$ cat config.mk
export PLATFORM = sky130hd
export DESIGN_NAME = xlc_lane_ctrl_status_regs
export DESIGN_NICKNAME = d
export VERILOG_FILES = /design/src/xlc_pkg_unused_guard.sv /design/src/xlc_pkg.sv /design/src/xlc_lane_ctrl_status_regs.sv
export SDC_FILE = /design/constraint.sdc
export NUM_CORES = 1
export LEC_CHECK = 0
export ABC_AREA = 1
export BUFFER_PORTS_ARGS = -buffer_cell sky130_fd_sc_hd__clkbuf_2
export CORE_UTILIZATION = 50
export CTS_BUF_LIST = sky130_fd_sc_hd__clkbuf_2
export DETAILED_ROUTE_END_ITERATION = 8
export GPL_TIMING_DRIVEN = 0
export PLACE_DENSITY = 0.7
export SETUP_SLACK_MARGIN = 0.15
export SLEW_MARGIN = 20
export SYNTH_ARGS = -nofsm -noshare
export SYNTH_HDL_FRONTEND = slang
export SYNTH_SLANG_ARGS = --single-unit
export TNS_END_PERCENT = 50
$ cat constraint.sdc
create_clock -name clk -period 4.5 [get_ports clk]
set_input_delay 0.9 -clock clk [delete_from_list [all_inputs] [get_ports clk]]
set_output_delay 0.9 -clock clk [all_outputs]
set_load 0.01 [all_outputs]
$ cat src/xlc_pkg_unused_guard.sv
// Empty compile unit; all logic lives in the register bank file
`timescale 1ns/1ps
`default_nettype none
`default_nettype wire

$ cat src/xlc_pkg.sv
// Package with the register map, field positions and reset values of the lane control bank
// Behaviour
// - All-lane sync bit 11 reads one only while every lane stays synced.
// - Control bit 3 reverses bits of each lane word leaving receive path.
// - Control bit 2 reverses bits of each lane word from receive macros.
// - Control bit 1 reverses bits of each lane word from XGMII transmit.
// - Control bit 0 reverses bits of each lane word sent to serializer.
// - Loopback bit 1 routes receive data and control into transmit path.
// - Loopback bit 0 routes the 40-bit transmit word into receive path.
// - Both loopbacks are inert while the standard loopback bit is set.
// - Bypass bit 15 stops idle code-group substitution on transmit.
// - Bypass bit 11 disables transmit clock tolerance compensation.
// - Bypass bits 7 to 4 disable encoding on lanes 3 to 0.
// - Per-lane rate compensation overflow latched in bits 9 to 6.
// - Per-lane rate compensation underflow latched in bits 5 to 2.
// - Summary bit 1 for any overflow, bit 0 for any underflow.
// - Idle insert count is 16 bits, resets to fffd, clears on read.
// - Idle delete count is 16 bits, resets to fffd, clears on read.
// - Lane data-down flag sets after 4095 cycles without toggle, clears on read.
package xlc_pkg;
    // Register addresses
    localparam logic [15:0] ADDR_SYNC = 16'h8016;
    localparam logic [15:0] ADDR_BITREV = 16'h8017;
    localparam logic [15:0] ADDR_LOOP = 16'h8018;
    localparam logic [15:0] ADDR_TXBYP = 16'h8019;
    localparam logic [15:0] ADDR_RATE = 16'h801a;
    localparam logic [15:0] ADDR_INS = 16'h801b;
    localparam logic [15:0] ADDR_DEL = 16'h801c;
    localparam logic [15:0] ADDR_DOWN = 16'h801d;
    // Field positions
    localparam int SYNC_BIT = 11;
    localparam int REV_XGMII_RX = 3;
    localparam int REV_XAUI_RX = 2;
    localparam int REV_XGMII_TX = 1;
    localparam int REV_XAUI_TX = 0;
    localparam int LOOP_XAUI = 1;
    localparam int LOOP_XGMII = 0;
    localparam int BYP_IDLE = 15;
    localparam int BYP_RATE = 11;
    localparam int BYP_ENC_LO = 4;
    localparam int OVF_LO = 6;
    localparam int UDF_LO = 2;
    localparam int OVF_ANY = 1;
    localparam int UDF_ANY = 0;
    // Reset values and writable masks
    localparam logic [15:0] BITREV_RST = 16'h0005;
    localparam logic [15:0] BITREV_MASK = 16'h000f;
    localparam logic [15:0] LOOP_MASK = 16'h0003;
    localparam logic [15:0] TXBYP_MASK = 16'h88f0;
    localparam logic [15:0] TALLY_RST = 16'hfffd;
    localparam logic [15:0] TALLY_MAX = 16'hffff;
    // Inactivity limit in cycles of the lane clock
    localparam int IDLE_LIMIT = 4095;
    localparam int IDLE_CNT_W = 12;
endpackage

$ cat src/xlc_lane_ctrl_status_regs.sv
// Lane control and status register bank behind the management register port
`timescale 1ns/1ps
`default_nettype none
module xlc_lane_ctrl_status_regs #(
    parameter int LANES = 4,
    parameter int IDLE_LIMIT = xlc_pkg::IDLE_LIMIT
) (
    input wire logic clk,
    input wire logic rstn,
    input wire logic [15:0] regAddr,
    input wire logic regWrEn,
    input wire logic regRdEn,
    input wire logic [15:0] regWrData,
    output logic [15:0] regRdData,
    output logic regRdValid,
    input wire logic [LANES-1:0] laneSync,
    input wire logic [LANES-1:0] rateOverflow,
    input wire logic [LANES-1:0] rateUnderflow,
    input wire logic idleInsert,
    input wire logic idleDelete,
    input wire logic [LANES-1:0] laneToggle,
    input wire logic stdLoopback,
    output logic revXgmiiRx,
    output logic revXauiRx,
    output logic revXgmiiTx,
    output logic revXauiTx,
    output logic xauiLoopbackEn,
    output logic xgmiiLoopbackEn,
    output logic idleMgmtBypass,
    output logic txRateCompBypass,
    output logic [LANES-1:0] encoderBypass
);
    localparam logic [xlc_pkg::IDLE_CNT_W-1:0] LIMIT_M1 =
        xlc_pkg::IDLE_CNT_W'(IDLE_LIMIT - 1);

    logic [15:0] bitRevCtrl;
    logic [15:0] loopCtrl;
    logic [15:0] txBypCtrl;
    logic syncFlag;
    logic [15:0] rateFlags;
    logic [15:0] insertTally;
    logic [15:0] deleteTally;
    logic [LANES-1:0] downFlags;
    logic [xlc_pkg::IDLE_CNT_W-1:0] idleCnt [LANES];
    logic loopXauiQ;
    logic loopXgmiiQ;

    // Address decode
    wire selSync = (regAddr == xlc_pkg::ADDR_SYNC);
    wire selRev = (regAddr == xlc_pkg::ADDR_BITREV);
    wire selLoop = (regAddr == xlc_pkg::ADDR_LOOP);
    wire selByp = (regAddr == xlc_pkg::ADDR_TXBYP);
    wire selRate = (regAddr == xlc_pkg::ADDR_RATE);
    wire selIns = (regAddr == xlc_pkg::ADDR_INS);
    wire selDel = (regAddr == xlc_pkg::ADDR_DEL);
    wire selDown = (regAddr == xlc_pkg::ADDR_DOWN);
    wire rdSync = regRdEn && selSync;
    wire rdRate = regRdEn && selRate;
    wire rdIns = regRdEn && selIns;
    wire rdDel = regRdEn && selDel;
    wire rdDown = regRdEn && selDown;

    // Status next values; a read reloads with the present condition
    wire allSync = &laneSync;
    wire next_syncFlag = rdSync ? allSync : (syncFlag & allSync);
    wire [15:0] rateEvents = {6'h00, rateOverflow, rateUnderflow, |rateOverflow,
        |rateUnderflow};
    wire [15:0] next_rateFlags = (rdRate ? 16'h0000 : rateFlags) | rateEvents;
    wire [15:0] insBase = rdIns ? 16'h0000 : insertTally;
    wire [15:0] delBase = rdDel ? 16'h0000 : deleteTally;
    wire [15:0] next_insertTally = (idleInsert && insBase != xlc_pkg::TALLY_MAX) ?
        insBase + 16'h0001 : insBase;
    wire [15:0] next_deleteTally = (idleDelete && delBase != xlc_pkg::TALLY_MAX) ?
        delBase + 16'h0001 : delBase;

    // Per-lane inactivity detection
    logic [LANES-1:0] downHit;
    genvar g;
    generate
        for (g = 0; g < LANES; g++) begin : gLane
            assign downHit[g] = !laneToggle[g] && (idleCnt[g] == LIMIT_M1);
            always_ff @(posedge clk) begin
                if (!rstn) begin
                    idleCnt[g] <= '0;
                end else if (laneToggle[g]) begin
                    idleCnt[g] <= '0;
                end else if (idleCnt[g] != LIMIT_M1 + 1'b1) begin
                    idleCnt[g] <= idleCnt[g] + 1'b1;
                end
            end

            // Counter restart, stop point and flag set per lane
            a_cnt_restart: assert property (@(posedge clk) disable iff (!rstn)
                laneToggle[g] |=> idleCnt[g] == '0)
                else $error("inactivity counter not restarted by toggle");
            a_cnt_bound: assert property (@(posedge clk) disable iff (!rstn)
                idleCnt[g] <= LIMIT_M1 + 1'b1)
                else $error("inactivity counter ran past its stop");
            a_down_lane: assert property (@(posedge clk) disable iff (!rstn)
                downHit[g] |=> downFlags[g])
                else $error("data down flag missed its lane hit");
        end
    endgenerate
    wire [LANES-1:0] next_downFlags = (rdDown ? '0 : downFlags) | downHit;

    // Read data mux; unmapped addresses read zero
    wire [15:0] rdMux =
        selSync ? (16'h0000 | (16'(syncFlag) << xlc_pkg::SYNC_BIT)) :
        selRev ? bitRevCtrl :
        selLoop ? loopCtrl :
        selByp ? txBypCtrl :
        selRate ? rateFlags :
        selIns ? insertTally :
        selDel ? deleteTally :
        selDown ? 16'(downFlags) : 16'h0000;

    // Control registers
    always_ff @(posedge clk) begin
        if (!rstn) begin
            bitRevCtrl <= xlc_pkg::BITREV_RST;
            loopCtrl <= 16'h0000;
            txBypCtrl <= 16'h0000;
        end else if (regWrEn) begin
            if (selRev) bitRevCtrl <= regWrData & xlc_pkg::BITREV_MASK;
            if (selLoop) loopCtrl <= regWrData & xlc_pkg::LOOP_MASK;
            if (selByp) txBypCtrl <= regWrData & xlc_pkg::TXBYP_MASK;
        end
    end

    // Status registers
    always_ff @(posedge clk) begin
        if (!rstn) begin
            syncFlag <= 1'b0;
            rateFlags <= 16'h0000;
            insertTally <= xlc_pkg::TALLY_RST;
            deleteTally <= xlc_pkg::TALLY_RST;
            downFlags <= '0;
        end else begin
            syncFlag <= next_syncFlag;
            rateFlags <= next_rateFlags;
            insertTally <= next_insertTally;
            deleteTally <= next_deleteTally;
            downFlags <= next_downFlags;
        end
    end

    // Read answer one cycle after the request
    always_ff @(posedge clk) begin
        if (!rstn) begin
            regRdData <= 16'h0000;
            regRdValid <= 1'b0;
        end else begin
            regRdData <= regRdEn ? rdMux : 16'h0000;
            regRdValid <= regRdEn;
        end
    end

    // Loopback selects gated by the standard loopback bit
    always_ff @(posedge clk) begin
        if (!rstn) begin
            loopXauiQ <= 1'b0;
            loopXgmiiQ <= 1'b0;
        end else begin
            loopXauiQ <= loopCtrl[xlc_pkg::LOOP_XAUI] && !stdLoopback;
            loopXgmiiQ <= loopCtrl[xlc_pkg::LOOP_XGMII] && !stdLoopback;
        end
    end

    // Datapath steering from the control flops; loopback enables from the gated select flops
    assign revXgmiiRx = bitRevCtrl[xlc_pkg::REV_XGMII_RX];
    assign revXauiRx = bitRevCtrl[xlc_pkg::REV_XAUI_RX];
    assign revXgmiiTx = bitRevCtrl[xlc_pkg::REV_XGMII_TX];
    assign revXauiTx = bitRevCtrl[xlc_pkg::REV_XAUI_TX];
    assign xauiLoopbackEn = loopXauiQ;
    assign xgmiiLoopbackEn = loopXgmiiQ;
    assign idleMgmtBypass = txBypCtrl[xlc_pkg::BYP_IDLE];
    assign txRateCompBypass = txBypCtrl[xlc_pkg::BYP_RATE];
    assign encoderBypass = txBypCtrl[xlc_pkg::BYP_ENC_LO +: LANES];

    // Checks
    a_sync_low_hold: assert property (@(posedge clk) disable iff (!rstn)
        !(&laneSync) |=> !syncFlag ##1 (!syncFlag || $past(rdSync)))
        else $error("sync flag did not stay low after loss");

    a_bitrev_write: assert property (@(posedge clk) disable iff (!rstn)
        (regWrEn && selRev) |=> ({revXgmiiRx, revXauiRx, revXgmiiTx, revXauiTx}
        == $past(regWrData[3:0])))
        else $error("bit order outputs do not follow write");

    a_xaui_loop: assert property (@(posedge clk) disable iff (!rstn)
        (loopCtrl[1] && !stdLoopback) |=> xauiLoopbackEn)
        else $error("receive to transmit loopback not enabled");

    a_xgmii_loop: assert property (@(posedge clk) disable iff (!rstn)
        (loopCtrl[0] && !stdLoopback) |=> xgmiiLoopbackEn)
        else $error("transmit to receive loopback not enabled");

    a_loop_gate: assert property (@(posedge clk) disable iff (!rstn)
        stdLoopback |=> !xauiLoopbackEn && !xgmiiLoopbackEn)
        else $error("loopback active under standard loopback");

    a_txbyp_write: assert property (@(posedge clk) disable iff (!rstn)
        (regWrEn && selByp) |=> idleMgmtBypass == $past(regWrData[15]) &&
        txRateCompBypass == $past(regWrData[11]) &&
        encoderBypass == $past(regWrData[7:4]))
        else $error("transmit bypass outputs do not follow write");

    a_ovf_latch: assert property (@(posedge clk) disable iff (!rstn)
        |rateOverflow |=> rateFlags[1] && rateFlags[9:6] == ($past(rateFlags[9:6]) &
        {4{!$past(rdRate)}} | $past(rateOverflow)))
        else $error("overflow not latched");

    a_udf_latch: assert property (@(posedge clk) disable iff (!rstn)
        |rateUnderflow |=> rateFlags[0] && (rateFlags[5:2] & $past(rateUnderflow))
        == $past(rateUnderflow))
        else $error("underflow not latched");

    a_ins_clear: assert property (@(posedge clk) disable iff (!rstn)
        (rdIns && !idleInsert) |=> insertTally == 16'h0000)
        else $error("insert tally not cleared by read");

    a_del_clear: assert property (@(posedge clk) disable iff (!rstn)
        (rdDel && idleDelete) |=> deleteTally == 16'h0001)
        else $error("delete tally read and event mishandled");

    a_down_set: assert property (@(posedge clk) disable iff (!rstn)
        $rose(downFlags[0]) |-> $past(idleCnt[0]) == LIMIT_M1 && !$past(laneToggle[0]))
        else $error("data down flag set at wrong count");

    a_rate_reload: assert property (@(posedge clk) disable iff (!rstn)
        (rdRate && !(|rateOverflow) && !(|rateUnderflow)) |=> rateFlags == 16'h0000)
        else $error("rate flags not reloaded by read");

    a_tally_sat: assert property (@(posedge clk) disable iff (!rstn)
        (insertTally == 16'hffff && !rdIns) |=> insertTally == 16'hffff)
        else $error("insert tally wrapped");

    a_read_answer: assert property (@(posedge clk) disable iff (!rstn)
        (regRdEn && !selSync && !selRev && !selLoop && !selByp && !selRate && !selIns
        && !selDel && !selDown) |=> regRdValid && regRdData == 16'h0000)
        else $error("unmapped read not answered with zero");

    // Read port timing and data; sync flag reload and hold
    a_rd_valid: assert property (@(posedge clk) disable iff (!rstn)
        regRdEn |=> regRdValid)
        else $error("read not answered one cycle later");

    a_rd_quiet: assert property (@(posedge clk) disable iff (!rstn)
        !regRdEn |=> !regRdValid && regRdData == 16'h0000)
        else $error("read port not quiet without a request");

    a_sync_data: assert property (@(posedge clk) disable iff (!rstn)
        rdSync |=> regRdData == (16'($past(syncFlag)) << xlc_pkg::SYNC_BIT))
        else $error("sync read data wrong");

    a_sync_reload: assert property (@(posedge clk) disable iff (!rstn)
        rdSync |=> syncFlag == $past(&laneSync))
        else $error("sync flag not reloaded by read");

    a_sync_keep: assert property (@(posedge clk) disable iff (!rstn)
        (!rdSync && !syncFlag) |=> !syncFlag)
        else $error("sync flag rose without a read");

    // Control register checks
    a_rev_read: assert property (@(posedge clk) disable iff (!rstn)
        (regRdEn && selRev) |=> regRdData == {12'h000, $past(revXgmiiRx), $past(revXauiRx),
        $past(revXgmiiTx), $past(revXauiTx)})
        else $error("bit order read disagrees with outputs");

    a_rev_hold: assert property (@(posedge clk) disable iff (!rstn)
        !(regWrEn && selRev) |=> $stable(bitRevCtrl))
        else $error("bit order register changed without a write");

    a_loop_hold: assert property (@(posedge clk) disable iff (!rstn)
        !(regWrEn && selLoop) |=> $stable(loopCtrl))
        else $error("loopback register changed without a write");

    a_byp_hold: assert property (@(posedge clk) disable iff (!rstn)
        !(regWrEn && selByp) |=> $stable(txBypCtrl))
        else $error("bypass register changed without a write");

    a_xaui_off: assert property (@(posedge clk) disable iff (!rstn)
        !loopCtrl[xlc_pkg::LOOP_XAUI] |=> !xauiLoopbackEn)
        else $error("receive to transmit loopback on while deselected");

    a_xgmii_off: assert property (@(posedge clk) disable iff (!rstn)
        !loopCtrl[xlc_pkg::LOOP_XGMII] |=> !xgmiiLoopbackEn)
        else $error("transmit to receive loopback on while deselected");

    a_loop_write: assert property (@(posedge clk) disable iff (!rstn)
        (regWrEn && selLoop) ##1 !stdLoopback |=> xauiLoopbackEn == $past(regWrData[1], 2)
        && xgmiiLoopbackEn == $past(regWrData[0], 2))
        else $error("loopback enables do not follow write");

    // Rate flag checks
    a_ovf_any: assert property (@(posedge clk) disable iff (!rstn)
        rateFlags[xlc_pkg::OVF_ANY] == |rateFlags[9:6])
        else $error("overflow summary disagrees with lane flags");

    a_udf_any: assert property (@(posedge clk) disable iff (!rstn)
        rateFlags[xlc_pkg::UDF_ANY] == |rateFlags[5:2])
        else $error("underflow summary disagrees with lane flags");

    a_ovf_sticky: assert property (@(posedge clk) disable iff (!rstn)
        !rdRate |=> (rateFlags[9:6] & $past(rateFlags[9:6])) == $past(rateFlags[9:6]))
        else $error("overflow flag dropped without a read");

    a_udf_sticky: assert property (@(posedge clk) disable iff (!rstn)
        !rdRate |=> (rateFlags[5:2] & $past(rateFlags[5:2])) == $past(rateFlags[5:2]))
        else $error("underflow flag dropped without a read");

    // Tally checks
    a_ins_step: assert property (@(posedge clk) disable iff (!rstn)
        (!rdIns && idleInsert && insertTally != 16'hffff) |=>
        insertTally == $past(insertTally) + 16'h0001)
        else $error("insert tally did not step");

    a_ins_still: assert property (@(posedge clk) disable iff (!rstn)
        (!rdIns && !idleInsert) |=> $stable(insertTally))
        else $error("insert tally moved without an event");

    a_ins_read_event: assert property (@(posedge clk) disable iff (!rstn)
        (rdIns && idleInsert) |=> insertTally == 16'h0001)
        else $error("insert tally read and event mishandled");

    a_del_step: assert property (@(posedge clk) disable iff (!rstn)
        (!rdDel && idleDelete && deleteTally != 16'hffff) |=>
        deleteTally == $past(deleteTally) + 16'h0001)
        else $error("delete tally did not step");

    a_del_still: assert property (@(posedge clk) disable iff (!rstn)
        (!rdDel && !idleDelete) |=> $stable(deleteTally))
        else $error("delete tally moved without an event");

    a_del_read_quiet: assert property (@(posedge clk) disable iff (!rstn)
        (rdDel && !idleDelete) |=> deleteTally == 16'h0000)
        else $error("delete tally not cleared by read");

    a_del_sat: assert property (@(posedge clk) disable iff (!rstn)
        (deleteTally == 16'hffff && !rdDel) |=> deleteTally == 16'hffff)
        else $error("delete tally wrapped");

    // Data down checks
    a_down_clear: assert property (@(posedge clk) disable iff (!rstn)
        (rdDown && !(|downHit)) |=> downFlags == '0)
        else $error("data down flags not cleared by read");

    a_down_sticky: assert property (@(posedge clk) disable iff (!rstn)
        !rdDown |=> (downFlags & $past(downFlags)) == $past(downFlags))
        else $error("data down flag dropped without a read");

    a_down_read: assert property (@(posedge clk) disable iff (!rstn)
        rdDown |=> regRdData == 16'($past(downFlags)))
        else $error("data down read data wrong");
endmodule
`default_nettype wire

==> results of run 1 <==
## tightest hold or removal path: stages
cell,delay (ps)
sky130_fd_sc_hd__clkbuf_2,80
sky130_fd_sc_hd__nand2_1,40
sky130_fd_sc_hd__nand3_1,50
## stage by stage
stage | setup WS (ps) | power, mW
floorplan | 1596 | 1.489
CTS | 1920 | 2.343
finish | 1875 | 2.334
global placement | 1151 | 1.569
detailed placement | 1164 | 1.573
global route | 1694 | 2.444
## synthesized netlist by cell type, drive strengths merged
cell,instances,share of area [%]
ha,10,1.8
o21ai,24,1.7
dfxtp,78,22
xnor2,10,1.3
edfxtp,48,21
a311oi,4,0.50
a32oi,1,0.13
a32o,1,0.14
a221oi,1,0.13
clkinv,2,0.11
a211oi,1,0.11
o211ai,2,0.21
and3,2,0.18
a22o,1,0.13
or2,2,0.18
o21a,1,0.11
xor2,20,2.5
nand3b,3,0.38
nand3,91,7.0
nor3,26,1.9
clkbuf,12,0.64
or3,1,0.090
buf,12,1.5
a21oi,42,3.0
or4,1,0.11
nor4,7,0.63
nand2,244,14
nand4,29,2.6
nor4b,1,0.13
o21bai,3,0.32
a31oi,5,0.45
nor2,124,8.0
nor3b,5,0.54
inv,111,6.0
## per-layer routing
| layer | up-vias | share of wire [%] | GRT usage, % |
|---|---|---|---|
| met5 | - | 0 | 0 |
| met1 | 2833 | 47 | 32.78 |
| li1 | 3241 | - | - |
| met4 | 0 | 2.4 | 8.750 |
| met3 | 32 | 5.6 | 6.179 |
| met2 | 153 | 45 | 38.15 |
## power groups by stage
stage | logic [mW] | clock network (mW) | registers (mW)
finish | 0.306 | 0.781 | 1.25
global route | 0.347 | 0.845 | 1.25
CTS | 0.306 | 0.792 | 1.25
detailed placement | 0.304 | 0 | 1.27
global placement | 0.299 | 0 | 1.27
floorplan | 0.233 | 0 | 1.26
## kinds of logic (layout without fill, tap and decap cells)
group / Yosys count / count (layout) / synth area share, %
AND/OR/NAND/NOR: 536 / 536 / 36.16
buffers and inverters: 137 / 244 / 8.332
XOR/XNOR: 30 / 30 / 3.763
flip-flops: 126 / 126 / 43.00
other: 0 / 2 / 0
AO/OA/AOI/OAI: 86 / 86 / 6.952
adder cells (fa/ha/maj): 10 / 10 / 1.792
## sequential cells by signal (all words and copies together) (netlist names), 2 cells and up
register and cells:
deleteTally 16, regRdData 16, idleCnt 48, loopCtrl 2
bitRevCtrl 4, rateFlags 10, txBypCtrl 6, insertTally 16
downFlags 4
## cell type report
cell class	count	area share [%]
inverter	113	5.474
tap	176	2.809
clock inverter	9	1.803
timing repair buffer	75	4.788
multi-input combinational	662	43.35
clock buffer	23	1.468
sequential	126	38.30
buffer	24	1.947
antenna	2	0.06384
## worst paths after layout
kind	end	slack (ps)	cells after the start
min	bitRevCtrl[2]$_SDFFE_PN1P_	370	3
max reg2reg	idleCnt[1][4]$_SDFFCE_PN0P_	2080	8
min reg2reg	rateFlags[0]$_SDFF_PN0_	470	2
max	deleteTally[5]$_SDFF_PN1_	1880	20
==> results.toml, run 1 <==
[timing]
share_of_the_clock_period_used_by_the_worst_path_pct = 58.33
timing.final.crit_period_ps = 2625
worstMarginPinSlew_ps = 699.7
finClkSkew_ps = 27.79
max-slew-margin-rel_pct = 53.35
totalNegativeSetupSlack_ps = 0
report.final.setup_viol = 0
finalHoldViolations = 0
fmax_mhz = 381.0
grt_setup_unrepaired = "no"
hold-worst-slack_ps = 366.6
final_max_slew_viol_count = 0

[min_path]
min_from = "regWrData[2]"
worstHoldPathType = "input port to register"

[pwr]
cell_int_power_mw = 1.696
p_sw_share_pct = 27.34
p_switching_uw = 638.1
ir_drop_uv = 219.0
total_leakage_power_nw = 3.620
comb_power_share_pct = 13.1
power.density_cell_area_mw_per_mm2 = 297.7
share_seq_of_total_power_pct = 53.4
power.share.clock_pct = 33.5

[job]
maxCapViolCount = 0

[grt]
grtUsageTotal_pct = 24.46
grt_first_pass_wirelength_mm = 27.47
gr-total-overflow = 0
grt_max_degree = 17
grt_pass1_vias = 5746
number_of_antenna_violations_at_the_first_check_in_global_routing = 2

[worst_setup_path]
critPathCaptureType = "register"
criticalPathCategory = "input port to register"
setup.worst_path.start = "regAddr[2]"
cp_cell_sequence = "clkbuf_2 -> nand2_1 -> clkinv_1 -> nand2_1 -> nor2_4 -> nand3_4 -> buf_6 -> nand2_2 -> inv_1 -> ha_1 -> nand2_1 -> nand3b_2 -> nor2_2 -> nand2_2 -> inv_2 -> nand3_1 -> nand2_2 -> buf_6 -> nand2_1 -> nand3_1"
timing.critical_path.arrival_ps = 3290
critPathMostFrequentCell = "sky130_fd_sc_hd__nand2_1"
timing.critical_path.max_delay_family = "simple AND/OR/NAND/NOR gates"
cp_max_fo = 10
critPathMaxStageDelay_ps = 250
crit_slowest_cell = "sky130_fd_sc_hd__nand3b_2"
worst-path-buf-inv = 6
regToRegStartpoint = "idleCnt[1][0]$_SDFFCE_PN0P_"
critical_path_required_ps = 5170
start_kind = "input port"

[floorplan]
die_w_um = 120.2
core-area_mm2 = 0.01345
floorplan.initialDensity_pct = 51.91
num_io_pins = 84
dieArea_mm2 = 0.01444
core.rowCount = 42
die-height_um = 120.2

[cells_and_area]
syn2layout_area_growth_pct = 12.27
post_route_cells_drive_above_1_share_pct = 16.18
fillCellCount = 1332
final_cell_area_mm2 = 0.007840
multi_input_gate_area_mm2 = 0.003398
layout.cells.most_common = "sky130_fd_sc_hd__nand2_1"
post_layout_nonfiller_instances = 1210
final_util_pct = 58.28
layout_common_cells = "217 x sky130_fd_sc_hd__nand2_1, 111 x sky130_fd_sc_hd__nor2_1, 104 x sky130_fd_sc_hd__inv_1"
final-seq-area_mm2 = 0.003003
final_net_count = 1084

[synthesis]
distinct_cells_synth = 49
yosys_register_bits = 126
synthesis.instances = 925
synth-warning-count = 0
synth_cell_area_mm2 = 0.006983
syn-num-nets = 990
synthesis.area_per_instance_um2 = 7.549
yosysSeqAreaShare_pct = 43.00

[route]
detail_route.first_pass.iterations = 5
post-route-drc-count = 0
drt-wirelength-per-cell_um = 13.82
route.antenna.remaining_nets = 0
route.vias.total = 6259
drt_iter0_drc = 545
vias_per_cell = 5.173
wl_mm = 16.73

[place]
gp_congestion = 0.8634
placed_cells = 1176
place.port_buffers = 75
dpl-instance-area_mm2 = 0.007579
detailedPlacementHpwl_mm = 12.62

[clocking]
clkLatencyLatePin_ps = 740
cts.hold.buffers_added = 0
clock-root-buffer = "sky130_fd_sc_hd__clkbuf_2"
clkSlewWorstSetupHoldPaths_ps = 170
postCtsSetupBuffers = 0
cts_tree = "yes"
clk_path_buf_depth = 2
cts-resized-gates = 0
cts_num_sinks = 126
cts_buffers = 17
h-tree-depth = 4

[run_status]
outcome = "finished clean"
No activity file was read; power rests on OpenSTA's default activity.
==> inputs of run 2 (changes only) <==
Clock period 4.5 ns to 2.58 ns, I/O delays scaled along.
==> run 2 against run 1 <==
Effect of this change: core utilization is 0.30 points higher; sequential power is 74% higher; first-iteration DRC count is 3.1% lower; critical endpoint is now deleteTally[3]$_SDFF_PN1_; die area stayed put; worst hold slack worse by 320 ps; clock power is 46% higher; global-route usage is 0.18 points higher.
==> results.toml, run 2 (synthesis results as in run 1) <==
[cells_and_area]
final_net_count = 1090
post_layout_nonfiller_instances = 1215
layout_common_cells = "215 x sky130_fd_sc_hd__nand2_1, 111 x sky130_fd_sc_hd__nor2_1, 103 x sky130_fd_sc_hd__inv_1"
largest_reg_flops = 48
syn2layout_area_growth_pct = 12.85
fillCellCount = 1304
registers.top_by_ff_count = "idleCnt"
post_route_cells_drive_above_1_share_pct = 16.76
layout.cells.most_common = "sky130_fd_sc_hd__nand2_1"

[floorplan]
die-height_um = 120.2
core-area_mm2 = 0.01345
floorplan.initialDensity_pct = 51.91
die_w_um = 120.2
core.rowCount = 42
dieArea_mm2 = 0.01444
num_io_pins = 84

[route]
drt_iter0_drc = 528
route.antenna.remaining_nets = 0
wl_mm = 16.77
post-route-drc-count = 0
vias_per_cell = 5.197
drt-wirelength-per-cell_um = 13.81
route.vias.total = 6314
detail_route.first_pass.iterations = 5

[place]
detailedPlacementHpwl_mm = 12.63
dp_slack_ps = -368.1
gp_congestion = 0.8571
placed_cells = 1176
place.port_buffers = 75

[worst_setup_path]
criticalPathCategory = "input port to register"
critPathMostFrequentCell = "sky130_fd_sc_hd__nand2_1"
start_kind = "input port"
timing.critical_path.arrival_ps = 2880
cp_cell_sequence = "clkbuf_2 -> nand2_1 -> clkinv_1 -> nand2_1 -> nor2_4 -> nand3_4 -> buf_6 -> nand2_4 -> inv_1 -> ha_1 -> nand2_1 -> nand3b_2 -> nor2_4 -> nand2_2 -> inv_2 -> nand3_1 -> nand2_2 -> buf_6 -> nand2_1 -> nand3_1"
critical_path_required_ps = 3200
timing.critical_path.max_delay_family = "simple AND/OR/NAND/NOR gates"
crit_slowest_cell = "sky130_fd_sc_hd__nand3b_2"
critPathMaxStageDelay_ps = 270
worst-path-buf-inv = 6
cp_max_fo = 10
critPathCaptureType = "register"

[timing]
fmax_mhz = 441.5
share_of_the_clock_period_used_by_the_worst_path_pct = 87.79
report.final.setup_viol = 0
grt_setup_unrepaired = "yes"
finalHoldViolations = 0
totalNegativeSetupSlack_ps = 0
worstMarginPinSlew_ps = 705.1
timing.final.crit_period_ps = 2265
final_max_slew_viol_count = 0
max-slew-margin-rel_pct = 52.85
final_critical_path_setup_slack_ps = 315.1
finClkSkew_ps = 36.38

[clocking]
clkLatencyLatePin_ps = 710
cts_buffers = 17
h-tree-depth = 4
cts_num_sinks = 126
clock-root-buffer = "sky130_fd_sc_hd__clkbuf_2"
clkSlewWorstSetupHoldPaths_ps = 170
clk_path_buf_depth = 2
cts_tree = "yes"

[grt]
grtUsageTotal_pct = 24.64
grt_first_pass_wirelength_mm = 27.76
grt_pass1_vias = 5843
number_of_antenna_violations_at_the_first_check_in_global_routing = 2
grt_max_degree = 17
gr-total-overflow = 0

[pwr]
share_seq_of_total_power_pct = 56.3
p_switching_mw = 1.111
p_sw_share_pct = 28.80
power.share.clock_pct = 29.5
finalPower_mw = 3.858
cell_int_power_mw = 2.747
comb_power_share_pct = 14.2
power.density_cell_area_mw_per_mm2 = 489.6
ir_drop_uv = 467.2
total_leakage_power_nw = 3.627

[job]
maxCapViolCount = 0

[min_path]
worstHoldPathType = "input port to register"

[run_status]
outcome = "finished clean"
run 2: cell types whose count changed in the layout (fill, tap and decap cells not counted), sizes merged:
cell | before | now
clkinv | 6 | 11
clkbuf | 110 | 107
dlygate4sd3 | 0 | 5
bufinv | 4 | 2
diode | 2 | 1
buf | 12 | 13
run 2: final cells by class:
class,count,area (um^2),area share [%]
Buffer,24,152.6,1.937
Sequential cell,126,3003,38.11
Tap cell,176,220.2,2.795
Antenna cell,1,2.502,0.03176
Multi-Input combinational cell,662,3436,43.60
Inverter,113,429.2,5.446
Clock inverter,12,103.9,1.318
Clock buffer,20,100.1,1.270
Timing Repair Buffer,81,432.9,5.494
run 2: metal layers:
| metal | part of all wire, % | global-route usage, % |
|---|---|---|
| met5 | 0.066 | 0 |
| met4 | 1.6 | 8.672 |
| met3 | 6.6 | 4.906 |
| met2 | 45 | 38.36 |
| met1 | 47 | 34.00 |
run 2: stage by stage:
| stage | hold WS [ps] | utilization [%] | instance area (um^2) |
|---|---|---|---|
| after floorplan | 431.7 | - | 7005 |
| after global placement | 448.7 | 56.50 | 7601 |
| after detailed placement | 448.8 | 56.50 | 7601 |
| after CTS | 2.987 | 58.39 | 7855 |
| after global routing | 24.17 | 58.58 | 7880 |
| final | 42.91 | 58.58 | 7880 |
run 2: path summary, 6_finish.rpt:
kind / start / slack, ps / end / cells past startpoint
max: regAddr[2] / 320 / deleteTally[3]$_SDFF_PN1_ / 20
min: regWrData[15] / 40 / txBypCtrl[15]$_SDFFE_PN0P_ / 3
max reg2reg: idleCnt[1][0]$_SDFFCE_PN0P_ / 450 / idleCnt[1][7]$_SDFFCE_PN0P_ / 9
min reg2reg: loopCtrl[0]$_SDFFE_PN0P_ / 470 / xgmiiLoopbackEn$_SDFF_PN0_ / 2
run 2: power by group through the flow:
stage	Combinational (mW)	Sequential [mW]	Clock, mW
6_report	0.547	2.17	1.14
5_1_grt	0.618	2.18	1.25
4_1_cts	0.545	2.17	1.16
3_5_place_dp	0.534	2.21	0
3_3_place_gp	0.528	2.21	0
2_1_floorplan	0.410	2.19	0
run 2: what timing repair did:
action	CTS	global route
setup endpoints to repair	0	22
hold buffers	5	0
buffers inserted	0	1
endpoints found under the hold margin	6	0
gates resized for setup	0	3
run 2: tightest hold or removal path: stages:
cell	delay [ps]
sky130_fd_sc_hd__clkbuf_2	80
sky130_fd_sc_hd__nand2_1	60
sky130_fd_sc_hd__a21oi_1	60
